**src/rtl/hrl_map.svh**
```systemverilog
// Constants for the hub reset and link power sequencer.
// Assumes a 200 MHz core clock; all counts are in core clock cycles.
//
// Behaviour
// - Three resets: power-on, pin, upstream bus
// - Power-on reset held by internal timer
// - Pin reset low keeps standby low power
// - Pin reset disables PHYs, pairs high-Z
// - Pin reset aborts transactions, keeps no state
// - Pin reset returns registers to defaults
// - Pin reset halts oscillator and PLL
// - Bus reset clears address and configuration
// - Bus reset wakes suspended device to active
// - Bus reset never forwarded downstream
// - Link states L0, L1 sleep, L2 suspend
// - L1 entry under 10us, exit under 50us
// - L2 entry about 3ms, exit 2ms
`ifndef HRL_MAP_SVH
`define HRL_MAP_SVH

// Core clock period
`define HRL_CLK_PERIOD_NS  5
// Power-on hold time of the internal reset
`define HRL_POR_HOLD_NS    20000
// Link power latencies
`define HRL_L1_ENTRY_NS    10000
`define HRL_L1_EXIT_NS     50000
`define HRL_L2_ENTRY_NS    3000000
`define HRL_L2_EXIT_NS     2000000
// Cycles lost to timer load and state hand-off
`define HRL_HANDOFF_CYC    4
// Cycle counts derived from the times
`define HRL_POR_HOLD_CYC   (`HRL_POR_HOLD_NS / `HRL_CLK_PERIOD_NS)
`define HRL_L1_ENTRY_CYC   \
    (`HRL_L1_ENTRY_NS / `HRL_CLK_PERIOD_NS - `HRL_HANDOFF_CYC)
`define HRL_L1_EXIT_CYC    \
    (`HRL_L1_EXIT_NS / `HRL_CLK_PERIOD_NS - `HRL_HANDOFF_CYC)
`define HRL_L2_ENTRY_CYC   (`HRL_L2_ENTRY_NS / `HRL_CLK_PERIOD_NS)
`define HRL_L2_EXIT_CYC    (`HRL_L2_EXIT_NS / `HRL_CLK_PERIOD_NS)
// Timer width, enough for the longest count
`define HRL_TMR_W          20
// Reported link state codes
`define HRL_LS_L0          2'h0
`define HRL_LS_L1          2'h1
`define HRL_LS_L2          2'h2
// Field widths and reset values
`define HRL_ADDR_W         7
`define HRL_CFG_W          8
`define HRL_PCFG_W         4
`define HRL_ADDR_RST       7'h00
`define HRL_CFG_RST        8'h00
`define HRL_PCFG_RST       4'h0

`endif

```
**src/rtl/hrl_pkg.sv**
```systemverilog
// Types shared by the hub reset and link power sequencer.
// Assumes nothing beyond the constants header.
package hrl_pkg;

    // Reset phase of the chip, Gray coded along power-up
    typedef enum logic [1:0] {
        PH_OFF   = 2'b00,  // Held in reset, clocks stopped
        PH_START = 2'b01,  // Clocks starting, hold timer running
        PH_RUN   = 2'b11   // Operating
    } hrl_phase_e;

    // Link power state machine, Gray coded along the sleep path only
    typedef enum logic [2:0] {
        LP_L0    = 3'b000,  // Fully on
        LP_L1ENT = 3'b001,  // Entering sleep
        LP_L1    = 3'b011,  // Sleep
        LP_L1EXT = 3'b010,  // Leaving sleep
        LP_L2ENT = 3'b110,  // Entering suspend
        LP_L2    = 3'b111,  // Suspend
        LP_L2EXT = 3'b101   // Resuming from suspend
    } hrl_link_e;

endpackage

```
**src/rtl/hrl_timer.sv**
```systemverilog
// Down-counting latency timer with a one-cycle done pulse.
// Assumes load and clear come from flip-flops of the same clock.
module hrl_timer #(
    parameter int TW = 20
) (
    // Clock and reset
    input  wire logic          clk,
    input  wire logic          rst_n,
    // Control
    input  wire logic          load,
    input  wire logic          clear,
    input  wire logic [TW-1:0] loadVal,
    // Status
    output logic               done,
    output logic               busy
);

    // Timer state
    typedef struct packed {
        logic [TW-1:0] cnt;   // Cycles left
        logic          done;  // Expiry pulse
    } hrl_tmr_s;

    hrl_tmr_s tmr_reg;  // Registered state
    hrl_tmr_s tmr_next; // Next state

    // Count down, pulse done on the last step
    always_comb begin
        tmr_next      = tmr_reg;
        tmr_next.done = 1'b0;
        if (clear) begin
            tmr_next.cnt = '0;
        end else if (load) begin
            tmr_next.cnt = loadVal;
        end else if (tmr_reg.cnt != '0) begin
            tmr_next.cnt  = tmr_reg.cnt - TW'(1);
            tmr_next.done = (tmr_reg.cnt == TW'(1));
        end
    end

    // State register
    always_ff @(posedge clk or negedge rst_n) begin
        if (!rst_n) begin
            tmr_reg <= '0;
        end else begin
            tmr_reg <= tmr_next;
        end
    end

    assign done = tmr_reg.done;
    assign busy = (tmr_reg.cnt != '0);

endmodule

```
**src/rtl/hrl_rst_sync.sv**
```systemverilog
// Internal core reset: asserts at once, releases two edges after ready.
// Assumes srcRstN is glitch free; it is the AND of the power-on and pin resets.
module hrl_rst_sync (
    // Clock and combined reset source
    input  wire logic clk,
    input  wire logic srcRstN,
    // Release permission, synchronous to clk
    input  wire logic relOk,
    // Internal reset out
    output logic      coreRstN
);

    // Release pipeline state
    typedef struct packed {
        logic stage1;  // First release stage
        logic stage2;  // Released reset
    } hrl_rsync_s;

    hrl_rsync_s rs_reg;  // Registered state
    hrl_rsync_s rs_next; // Next state

    // Shift the release permission through two stages
    always_comb begin
        rs_next.stage1 = relOk;
        rs_next.stage2 = rs_reg.stage1 & relOk;
    end

    // Asynchronous assert, synchronous release
    always_ff @(posedge clk or negedge srcRstN) begin
        if (!srcRstN) begin
            rs_reg <= '0;
        end else begin
            rs_reg <= rs_next;
        end
    end

    assign coreRstN = rs_reg.stage2;

endmodule

```
**src/rtl/hrl_reset_power.sv**
```systemverilog
// Chip reset sequencing and link power state control for the hub.
// Assumes clk from oscillator/PLL, rst_n from the power-on detector,
// and all other inputs synchronous to clk.
`include "hrl_map.svh"

module hrl_reset_power #(
    parameter int TW        = `HRL_TMR_W,
    parameter int POR_CYC   = `HRL_POR_HOLD_CYC,
    parameter int L1ENT_CYC = `HRL_L1_ENTRY_CYC,
    parameter int L1EXT_CYC = `HRL_L1_EXIT_CYC,
    parameter int L2ENT_CYC = `HRL_L2_ENTRY_CYC,
    parameter int L2EXT_CYC = `HRL_L2_EXIT_CYC
) (
    // Clock and power-on reset
    input  wire logic                   clk,
    input  wire logic                   rst_n,
    // External reset pin and clock status
    input  wire logic                   extResetN,
    input  wire logic                   oscStable,
    input  wire logic                   pllStable,
    // Upstream port events
    input  wire logic                   busResetDet,
    input  wire logic                   l1Req,
    input  wire logic                   l1Wake,
    input  wire logic                   suspendDet,
    input  wire logic                   resumeDet,
    // Enumeration and configuration writes
    input  wire logic                   setAddrStb,
    input  wire logic [`HRL_ADDR_W-1:0] setAddrVal,
    input  wire logic                   setCfgStb,
    input  wire logic [`HRL_CFG_W-1:0]  setCfgVal,
    input  wire logic                   portCfgStb,
    input  wire logic [`HRL_PCFG_W-1:0] portCfgVal,
    // Clock and PHY control
    output logic                        oscEnable,
    output logic                        pllEnable,
    output logic                        standby,
    output logic                        phyEnable,
    output logic                        pairHiZ,
    output logic                        phyLowPower,
    output logic                        xactAbort,
    output logic                        coreRstN,
    // Device state
    output logic [`HRL_ADDR_W-1:0]      usbAddr,
    output logic [`HRL_CFG_W-1:0]       usbConfig,
    output logic [`HRL_PCFG_W-1:0]      portCfg,
    output logic [1:0]                  linkState,
    output logic                        suspended,
    output logic                        downResetFwd
);

    // Whole state of the sequencer
    typedef struct packed {
        hrl_pkg::hrl_phase_e     phase;     // Reset phase
        hrl_pkg::hrl_link_e      link;      // Link power state
        logic                    holdDone;  // Power-on hold elapsed
        logic                    holdLoad;  // Start hold timer
        logic                    tmrLoad;   // Start link timer
        logic                    tmrClear;  // Cancel link timer
        logic [TW-1:0]           tmrVal;    // Link timer count
        logic [TW-1:0]           entCnt;    // Cycles spent entering sleep
        logic                    oscEn;     // Oscillator enable
        logic                    pllEn;     // PLL enable
        logic                    stby;      // Standby mode
        logic                    phyEn;     // PHY enable
        logic                    hiZ;       // Pairs high impedance
        logic                    lowPwr;    // PHY in low power
        logic                    abort;     // Transactions aborted
        logic [`HRL_ADDR_W-1:0]  addr;      // Device address
        logic [`HRL_CFG_W-1:0]   cfg;       // Configuration value
        logic [`HRL_PCFG_W-1:0]  pcfg;      // Non-enumeration config
        logic [1:0]              lsCode;    // Reported link state
        logic                    susp;      // Suspended flag
        logic                    fwd;       // Downstream reset
    } hrl_core_s;

    // Defaults: clocks stopped, PHYs off, standby, registers cleared
    localparam hrl_core_s CORE_RST = '{
        phase:    hrl_pkg::PH_OFF,
        link:     hrl_pkg::LP_L0,
        holdDone: 1'b0,
        holdLoad: 1'b0,
        tmrLoad:  1'b0,
        tmrClear: 1'b1,
        tmrVal:   '0,
        entCnt:   '0,
        oscEn:    1'b0,
        pllEn:    1'b0,
        stby:     1'b1,
        phyEn:    1'b0,
        hiZ:      1'b1,
        lowPwr:   1'b0,
        abort:    1'b1,
        addr:     `HRL_ADDR_RST,
        cfg:      `HRL_CFG_RST,
        pcfg:     `HRL_PCFG_RST,
        lsCode:   `HRL_LS_L0,
        susp:     1'b0,
        fwd:      1'b0
    };

    hrl_core_s r_reg;   // Registered state
    hrl_core_s r_next;  // Next state

    logic holdPulse;  // Power-on hold expired
    logic linkDone;   // Link latency expired
    logic srcRstN;    // AND of power-on and pin resets

    // Cut a count to timer width
    function automatic logic [TW-1:0] cyc(input int n);
        cyc = n[TW-1:0];
    endfunction

    // Reported code for a link state
    function automatic logic [1:0] lsOf(input hrl_pkg::hrl_link_e s);
        unique case (s)
            hrl_pkg::LP_L1, hrl_pkg::LP_L1EXT:  lsOf = `HRL_LS_L1;
            hrl_pkg::LP_L2, hrl_pkg::LP_L2EXT:  lsOf = `HRL_LS_L2;
            default:                            lsOf = `HRL_LS_L0;
        endcase
    endfunction

    // Power-on hold timer, reloaded on each start from reset
    hrl_timer #(.TW(TW)) u_hold (
        .clk     (clk),
        .rst_n   (rst_n),
        .load    (r_reg.holdLoad),
        .clear   (r_reg.tmrClear),
        .loadVal (cyc(POR_CYC)),
        .done    (holdPulse),
        .busy    ()
    );

    // Link power latency timer
    hrl_timer #(.TW(TW)) u_link (
        .clk     (clk),
        .rst_n   (rst_n),
        .load    (r_reg.tmrLoad),
        .clear   (r_reg.tmrClear),
        .loadVal (r_reg.tmrVal),
        .done    (linkDone),
        .busy    ()
    );

    // Either reset source pulls the core reset down at once
    assign srcRstN = rst_n & extResetN;

    // Core reset released only once running with stable clocks
    hrl_rst_sync u_rsync (
        .clk      (clk),
        .srcRstN  (srcRstN),
        .relOk    (r_reg.phase == hrl_pkg::PH_RUN),
        .coreRstN (coreRstN)
    );

    // Next-state logic
    always_comb begin
        r_next          = r_reg;
        r_next.holdLoad = 1'b0;
        r_next.tmrLoad  = 1'b0;
        r_next.tmrClear = 1'b0;
        r_next.fwd      = 1'b0;
        if (!extResetN) begin
            // Pin reset: standby, PHYs off, clocks off, all cleared
            r_next = CORE_RST;
        end else begin
            unique case (r_reg.phase)
                hrl_pkg::PH_OFF: begin
                    // Restart clocks and the hold timer
                    r_next.oscEn    = 1'b1;
                    r_next.pllEn    = 1'b1;
                    r_next.stby     = 1'b0;
                    r_next.holdLoad = 1'b1;
                    r_next.phase    = hrl_pkg::PH_START;
                end
                hrl_pkg::PH_START: begin
                    // Wait for hold time and stable clocks
                    r_next.holdDone = r_reg.holdDone | holdPulse;
                    if (r_reg.holdDone && oscStable && pllStable) begin
                        r_next.phase = hrl_pkg::PH_RUN;
                        r_next.phyEn = 1'b1;
                        r_next.hiZ   = 1'b0;
                        r_next.abort = 1'b0;
                    end
                end
                hrl_pkg::PH_RUN: begin
                    // Configuration unrelated to enumeration
                    r_next.pcfg = portCfgStb ? portCfgVal : r_reg.pcfg;
                    if (busResetDet) begin
                        // Bus reset: device state only, clocks untouched
                        r_next.addr     = `HRL_ADDR_RST;
                        r_next.cfg      = `HRL_CFG_RST;
                        r_next.link     = hrl_pkg::LP_L0;
                        r_next.lowPwr   = 1'b0;
                        r_next.tmrClear = 1'b1;
                    end else begin
                        r_next.addr = setAddrStb ? setAddrVal : r_reg.addr;
                        r_next.cfg  = setCfgStb ? setCfgVal : r_reg.cfg;
                        unique case (r_reg.link)
                            hrl_pkg::LP_L0: begin
                                // Sleep request wins over suspend
                                if (l1Req) begin
                                    r_next.link    = hrl_pkg::LP_L1ENT;
                                    r_next.tmrVal  = cyc(L1ENT_CYC);
                                    r_next.tmrLoad = 1'b1;
                                end else if (suspendDet) begin
                                    r_next.link    = hrl_pkg::LP_L2ENT;
                                    r_next.tmrVal  = cyc(L2ENT_CYC);
                                    r_next.tmrLoad = 1'b1;
                                end
                            end
                            hrl_pkg::LP_L1ENT: begin
                                // Enter sleep when entry time elapses
                                if (linkDone) begin
                                    r_next.link   = hrl_pkg::LP_L1;
                                    r_next.lowPwr = 1'b1;
                                end
                            end
                            hrl_pkg::LP_L1: begin
                                // Wake from sleep
                                if (l1Wake || resumeDet) begin
                                    r_next.link    = hrl_pkg::LP_L1EXT;
                                    r_next.tmrVal  = cyc(L1EXT_CYC);
                                    r_next.tmrLoad = 1'b1;
                                end
                            end
                            hrl_pkg::LP_L2ENT: begin
                                // Enter suspend when entry time elapses
                                if (linkDone) begin
                                    r_next.link   = hrl_pkg::LP_L2;
                                    r_next.lowPwr = 1'b1;
                                end
                            end
                            hrl_pkg::LP_L2: begin
                                // Resume signalling starts exit
                                if (resumeDet) begin
                                    r_next.link    = hrl_pkg::LP_L2EXT;
                                    r_next.tmrVal  = cyc(L2EXT_CYC);
                                    r_next.tmrLoad = 1'b1;
                                end
                            end
                            hrl_pkg::LP_L1EXT, hrl_pkg::LP_L2EXT: begin
                                // Back to fully on after exit time
                                if (linkDone) begin
                                    r_next.link   = hrl_pkg::LP_L0;
                                    r_next.lowPwr = 1'b0;
                                end
                            end
                            default: begin
                                // Illegal code recovers to fully on
                                r_next.link = hrl_pkg::LP_L0;
                            end
                        endcase
                    end
                end
                default: begin
                    // Illegal phase restarts the power-up
                    r_next = CORE_RST;
                end
            endcase
        end
        r_next.lsCode = lsOf(r_next.link);
        r_next.susp   = (r_next.link == hrl_pkg::LP_L2);
        r_next.entCnt = (r_next.link == hrl_pkg::LP_L1ENT)
                        ? r_reg.entCnt + TW'(1) : '0;
    end

    // State register, power-on reset asynchronous
    always_ff @(posedge clk or negedge rst_n) begin
        if (!rst_n) begin
            r_reg <= CORE_RST;
        end else begin
            r_reg <= r_next;
        end
    end
    // Outputs straight from the state register
    assign oscEnable    = r_reg.oscEn;
    assign pllEnable    = r_reg.pllEn;
    assign standby      = r_reg.stby;
    assign phyEnable    = r_reg.phyEn;
    assign pairHiZ      = r_reg.hiZ;
    assign phyLowPower  = r_reg.lowPwr;
    assign xactAbort    = r_reg.abort;
    assign usbAddr      = r_reg.addr;
    assign usbConfig    = r_reg.cfg;
    assign portCfg      = r_reg.pcfg;
    assign linkState    = r_reg.lsCode;
    assign suspended    = r_reg.susp;
    assign downResetFwd = r_reg.fwd;
endmodule

```
**config.mk**
```make
export PLATFORM = sky130hd
export DESIGN_NAME = hrl_reset_power
export DESIGN_NICKNAME = d
export VERILOG_FILES = /design/src/rtl/hrl_pkg.sv /design/src/rtl/hrl_timer.sv /design/src/rtl/hrl_rst_sync.sv /design/src/rtl/hrl_reset_power.sv
export VERILOG_INCLUDE_DIRS = /design/src /design/src/rtl
export SDC_FILE = /design/constraint.sdc
export NUM_CORES = 1
export LEC_CHECK = 0
export ABC_CLOCK_PERIOD_IN_PS = 4200
export BUFFER_PORTS_ARGS = -buffer_cell sky130_fd_sc_hd__buf_4
export CORE_MARGIN = 4
export CORE_UTILIZATION = 62
export CTS_BUF_LIST = sky130_fd_sc_hd__clkbuf_16
export CTS_CLUSTER_DIAMETER = 200
export DETAILED_ROUTE_END_ITERATION = 10
export GPL_TIMING_DRIVEN = 0
export PLACE_DENSITY = 0.89
export SLEW_MARGIN = 20
export SYNTH_ARGS = -nofsm -noshare
export SYNTH_HDL_FRONTEND = slang
export SYNTH_SLANG_ARGS = --single-unit
```
**constraint.sdc**
```tcl
create_clock -name clk -period 4.2 [get_ports clk]
set_input_delay 0.84 -clock clk [delete_from_list [all_inputs] [get_ports clk]]
set_output_delay 0.84 -clock clk [all_outputs]
set_load 0.01 [all_outputs]
```
==> results of run 1 <==
stage by stage:
step                      worst slack, ps    util  cells
final                                1696  0.7561    691
after floorplan                      2130       -    515
after global placement               1730  0.7213    675
after detailed placement             1660  0.7213    675
after global routing                 1434  0.7561    691
after CTS                            1730  0.7556    691
worst register-to-register path, cell delays in order, from the launching register on:
cell and delay [ps]:
dfrtp_1 460, ha_1 220, clkbuf_1 310, nand2b_1 100
clkbuf_1 210, o21ai_1 540, nand2_1 320, nand3_1 170
nand2_1 70
cells by family (layout without fill, tap and decap cells):
kind of cell	count (synthesis)	count (layout)	share of synthesized area
adder cells (fa/ha/maj)	10	10	0.02659
AND/OR/NAND/NOR	226	226	0.2449
flip-flops	88	88	0.4688
buffers and inverters	65	142	0.07259
multiplexers	6	6	0.01276
XOR/XNOR	35	35	0.06514
other	1	1	0.0007969
AO/OA/AOI/OAI	84	84	0.1085
worst paths after layout:
| kind | start | endpoint | slack, ps | cells past startpoint |
|---|---|---|---|---|
| setup / recovery | r_reg[78] | usbConfig[2] | 1700 | 8 |
| hold / removal | u_rsync.rs_reg[1] | u_rsync.coreRstN | 470 | 1 |
| setup reg to reg | r_reg[78] | usbConfig[2] | 1700 | 8 |
| hold reg to reg | u_rsync.rs_reg[1] | u_rsync.coreRstN | 470 | 1 |
| max in group asynchronous | rst_n | u_rsync.coreRstN | 3040 | 2 |
| min in group asynchronous | rst_n | u_hold.tmr_reg[1] | 550 | 1 |
layout make-up:
class | instances | area (um2)
clock buffers | 9 | 225.2
flip-flops and latches | 88 | 2206
plain buffers | 48 | 277.8
well taps | 99 | 123.9
multi-input cells | 362 | 2158
clock inverters | 7 | 26.28
inverters | 17 | 63.81
fillers | 483 | 1788
repair buffers | 61 | 461.7
placed cells by master (no fill, tap or decap), drive strengths merged, types with 5 or more instances in the layout:
cell type,n
nand2b,8
dfrtp,85
o211ai,5
nor2,53
a21oi,26
xor2,27
nand3,50
or2,6
nand2,45
buf,87
or3,7
and2,5
inv,23
mux2i,6
a22oi,7
nor4,14
xnor2,8
nor3,12
or4,5
ha,10
o21ai,24
clkbuf,31
synthesized netlist by cell type, types with 7 or more instances:
master    number  area [um2]
dfrtp_1       85        2127
nor2_1        53       198.9
nand3_1       50       250.2
nand2_1       45       168.9
xor2_1        27       236.5
a21oi_1       26       130.1
buf_4         24       180.2
clkbuf_1      22       82.58
o21ai_0       22       110.1
inv_1         17       63.81
nor4_1        13       81.33
nor3_1        12       60.06
ha_1          10       125.1
nand2b_1       8       50.05
xnor2_1        8       70.07
a22oi_1        7       52.55
layer usage:
layer	global-route usage	vias to the layer above	wire length [um]
met5	0	-	0
met4	0.1106	0	363
met3	0.05919	40	911
met2	0.4653	216	5770
met1	0.3380	1973	4556
li1	-	1907	-
power by group through the flow:
stage | clock (mW) | combinational, mW | sequential (mW)
after global placement | 0 | 1.72 | 1.22
after detailed placement | 0 | 1.79 | 1.23
after global routing | 0.740 | 2.06 | 1.26
final | 0.700 | 1.87 | 1.24
after CTS | 0.700 | 1.84 | 1.23
after floorplan | 0 | 1.39 | 1.19
==> impl_metrics.json, run 1 <==
{
  "core-area_mm2": 0.007331,
  "clkLatencyLatePin_ps": 330,
  "root_buffer": "clkbuf_16",
  "syn_nets": 557,
  "clk_pin_slew_ps": 60,
  "hpwl_mm": 7.683,
  "ys_seq_area_frac": 0.4688,
  "clock_sinks": 88,
  "vias_per_cell": 5.986,
  "endpoint_kind": "flop",
  "antenna_found_initial": 0,
  "cp-start-kind": "flop",
  "slew_viol_final": 0,
  "ir_worst_vdd_mv": 0.2898,
  "cts_buffers": 9,
  "hold_viol": 0,
  "powerDensity_mw_per_mm2": 686.2,
  "pwr-share-clk": 0.184,
  "postLayoutCellArea_mm2": 0.005543,
  "crit_type": "flop to flop",
  "port_buffers": 61,
  "tightest_slew_ps": 849.6,
  "overflow": 0,
  "vias": 4136,
  "grt_setup_unrepaired": "no",
  "ys_async_sr_fraction": 1.000,
  "yosys_warnings": 0,
  "pwr-share-seq": 0.326,
  "synth_flop_cell": "dfrtp_1",
  "setup_viol": 0,
  "fp.dieArea_mm2": 0.009048,
  "timing.fmax_ghz": 0.3993,
  "slowest_delay_ps": 540,
  "tritoncts": "yes",
  "placementRows": 31,
  "clock_path_buffers": 2,
  "cpMaxStageDelayCell": "o21ai_1",
  "crit_chain": "ha_1, clkbuf_1, nand2b_1, clkbuf_1, o21ai_1, nand2_1, nand3_1, nand2_1",
  "gp_congestion": 0.8552,
  "wl_mm": 11.60,
  "drcViolationCount": 0,
  "synth_cell_type_count": 55,
  "die_w_um": 95.12,
  "cts_resized": 0,
  "track_usage": 0.2735,
  "antenna_left": 0,
  "p_total_mw": 3.804,
  "ys_ff_latch": 88,
  "critPathBufInv": 2,
  "period_share": 0.5962,
  "synth_cells": 515,
  "crit_family": "simple AND/OR/NAND/NOR gates",
  "combPwrFrac": 0.490,
  "synth_edf_count": 0,
  "wire_per_inst_um": 16.79,
  "min_period_ps": 2504,
  "grt_pass1_wl_mm": 19.68,
  "p_leak_nw": 2.664,
  "status": "completed",
  "netlist_area_mm2": 0.004706,
  "setup-tns-final_ps": 0,
  "cts_htree_levels": 3,
  "hp-class": "flop to flop",
  "first_pass_iters": 7,
  "drv_cap": 0,
  "swShare": 0.4300,
  "ios": 63,
  "start_util": 0.6419,
  "clock-skew-final_ps": 6.292,
  "grt_pass1_vias": 4240,
  "cts_setup_buffers": 0,
  "holdWs_ps": 473.3,
  "area_delta_synth_final_pct": 17.79,
  "p_int_mw": 2.168,
  "die_h_um": 95.12,
  "crit_required_ps": 4420,
  "dr.first_iter.drc_count": 337,
  "crit_arrival_ps": 2720,
  "placed_area_mm2": 0.005288,
  "relSlewSlack": 0.4284,
  "postCtsHoldBufs": 0,
  "critPathMaxFanout": 9,
  "grt_max_degree": 88,
  "n_antenna_cell": 0,
  "syn_area_per_cell_um2": 9.137,
  "p_sw_mw": 1.636,
  "nNetsFinal": 629,
  "drive_above_1_share": 0.1875
}
(Power assumes the default switching activity.)
==> run 2: changes to the inputs <==
--- a/config.mk
+++ b/config.mk
@@ -6,15 +6,15 @@
 export SDC_FILE = /design/constraint.sdc
 export NUM_CORES = 1
 export LEC_CHECK = 0
-export ABC_CLOCK_PERIOD_IN_PS = 4200
+export ABC_CLOCK_PERIOD_IN_PS = 2500
 export BUFFER_PORTS_ARGS = -buffer_cell sky130_fd_sc_hd__buf_4
 export CORE_MARGIN = 4
-export CORE_UTILIZATION = 62
+export CORE_UTILIZATION = 58
 export CTS_BUF_LIST = sky130_fd_sc_hd__clkbuf_16
 export CTS_CLUSTER_DIAMETER = 200
 export DETAILED_ROUTE_END_ITERATION = 10
 export GPL_TIMING_DRIVEN = 0
-export PLACE_DENSITY = 0.89
+export PLACE_DENSITY = 0.84
 export SLEW_MARGIN = 20
 export SYNTH_ARGS = -nofsm -noshare
 export SYNTH_HDL_FRONTEND = slang
==> constraint.sdc (replaced) <==
create_clock -name clk -period 2.5 [get_ports clk]
set_input_delay 0.5 -clock clk [delete_from_list [all_inputs] [get_ports clk]]
set_output_delay 0.5 -clock clk [all_outputs]
set_load 0.01 [all_outputs]
==> impl_metrics.json, run 2 (synthesis results as in run 1) <==
{
  "status": "completed",
  "grt_pass1_vias": 4027,
  "tightest_slew_ps": 795.6,
  "pwr-share-clk": 0.188,
  "start_util": 0.6027,
  "nNetsFinal": 629,
  "track_usage": 0.2343,
  "clock_sinks": 88,
  "worstRegToRegCells": 8,
  "drive_above_1_share": 0.2010,
  "area_delta_synth_final_pct": 18.40,
  "n_fill_cell": 595,
  "cts_buffers": 9,
  "n_antenna_cell": 0,
  "vias_per_cell": 5.761,
  "grt_max_degree": 88,
  "pwr-share-seq": 0.323,
  "p_leak_nw": 2.661,
  "tritoncts": "yes",
  "combPwrFrac": 0.489,
  "wire_per_inst_um": 15.45,
  "first_pass_iters": 4,
  "hpwl_mm": 7.604,
  "endpoint_kind": "flop",
  "overflow": 0,
  "powerDensity_mw_per_mm2": 1141,
  "ios": 63,
  "fp.dieArea_mm2": 0.009619,
  "p_sw_mw": 2.699,
  "gp_congestion": 0.8425,
  "wl_mm": 10.72,
  "relSlewSlack": 0.4647,
  "period_share": 0.9063,
  "dr.first_iter.drc_count": 216,
  "mostFrequentLayoutCell": "dfrtp_1",
  "hold_viol": 0,
  "final_cell_mix": "dfrtp_1 (85), buf_4 (84), nor2_1 (51), nand3_1 (50), nand2_1 (45)",
  "setup-tns-final_ps": 0,
  "postLayoutCellArea_mm2": 0.005572,
  "crit_arrival_ps": 2540,
  "p_int_mw": 3.659,
  "swShare": 0.4245,
  "hp-class": "input pin to async pin",
  "die_h_um": 98.08,
  "crit_type": "flop to flop",
  "placementRows": 32,
  "cp-start-kind": "flop",
  "root_buffer": "clkbuf_16",
  "cts_htree_levels": 3,
  "clkLatencyLatePin_ps": 340,
  "crit_required_ps": 2770,
  "clk_pin_slew_ps": 60,
  "min_period_ps": 2266,
  "antenna_left": 0,
  "slew_viol_final": 0,
  "die_w_um": 98.08,
  "r2r_slack_ps": 230,
  "p_total_mw": 6.359,
  "setup_viol": 0,
  "clock-skew-final_ps": 6.257,
  "drcViolationCount": 0,
  "clock_path_buffers": 2,
  "placed_area_mm2": 0.005291,
  "timing.fmax_ghz": 0.4414,
  "ir_worst_vdd_mv": 0.4980,
  "antenna_found_initial": 0,
  "core-area_mm2": 0.007807,
  "grt_pass1_wl_mm": 18.54,
  "grt_setup_unrepaired": "no",
  "drv_cap": 0,
  "critPathMaxFanout": 10,
  "vias": 3998,
  "port_buffers": 61,
  "cts_setup_buffers": 0
}
run 2: changes by cell type in the layout (fill, tap and decap cells not counted):
cell / previous run / this run
clkinv_2: 0 / 4
inv_1: 23 / 19
nor2_2: 0 / 2
o21ai_2: 0 / 1
o21ai_1: 2 / 0
o21ai_4: 0 / 1
nor2_1: 53 / 51
run 2: power groups by stage:
stage	clock network, mW	registers (mW)	logic [mW]
after global routing	1.27	2.10	3.45
after CTS	1.20	2.05	3.07
after detailed placement	0	2.07	3.02
after floorplan	0	2.00	2.34
final	1.19	2.05	3.11
after global placement	0	2.04	2.90
run 2: final cells by class:
type	instances	area, um2	area share
Buffer	48	277.8	0.04985
Sequential cell	88	2206	0.3959
Tap cell	102	127.6	0.02291
Inverter	17	63.81	0.01145
Clock inverter	7	31.28	0.005614
Clock buffer	9	225.2	0.04042
Multi-Input combinational cell	362	2178	0.3910
Timing Repair Buffer	61	461.7	0.08287
run 2: path summary, 6_finish.rpt:
kind	startpoint	to
setup / recovery	r_reg[78]	usbConfig[5]
hold / removal	rst_n	u_hold.tmr_reg[20]
setup reg to reg	r_reg[78]	usbConfig[5]
hold reg to reg	u_rsync.rs_reg[1]	u_rsync.coreRstN
max in group asynchronous	rst_n	u_rsync.rs_reg[1]
min in group clk	setCfgVal[1]	usbConfig[1]
run 2: critical path: stages (launching register included):
cell and delay (ps):
dfrtp_1 430, ha_1 190, clkbuf_1 320, nand2b_1 90, clkbuf_1 250, nor2_2 340, clkbuf_1 370, nand3_1 130
nand2_1 90
run 2: per-layer routing:
metal | GRT usage | wire (um)
met3 | 0.05643 | 708
met4 | 0.08413 | 177
met1 | 0.2873 | 4339
met2 | 0.4031 | 5493
met5 | 0 | 0
run 2: stage by stage:
step                  util  cells  hold WS, ps  worst slack [ps]
CTS                 0.7106    694        379.4             28.69
detailed placement  0.6777    678        463.4             21.58
global placement    0.6777    678        442.5             130.8
global route        0.7136    694        269.0             20.84
finish              0.7136    694        199.9             234.2
floorplan                -    515        204.4             482.2
run 2: timing repair:
action,in CTS,in global routing
endpoints found under the setup margin,0,21
resized for setup,0,5
hold buffers,0,0
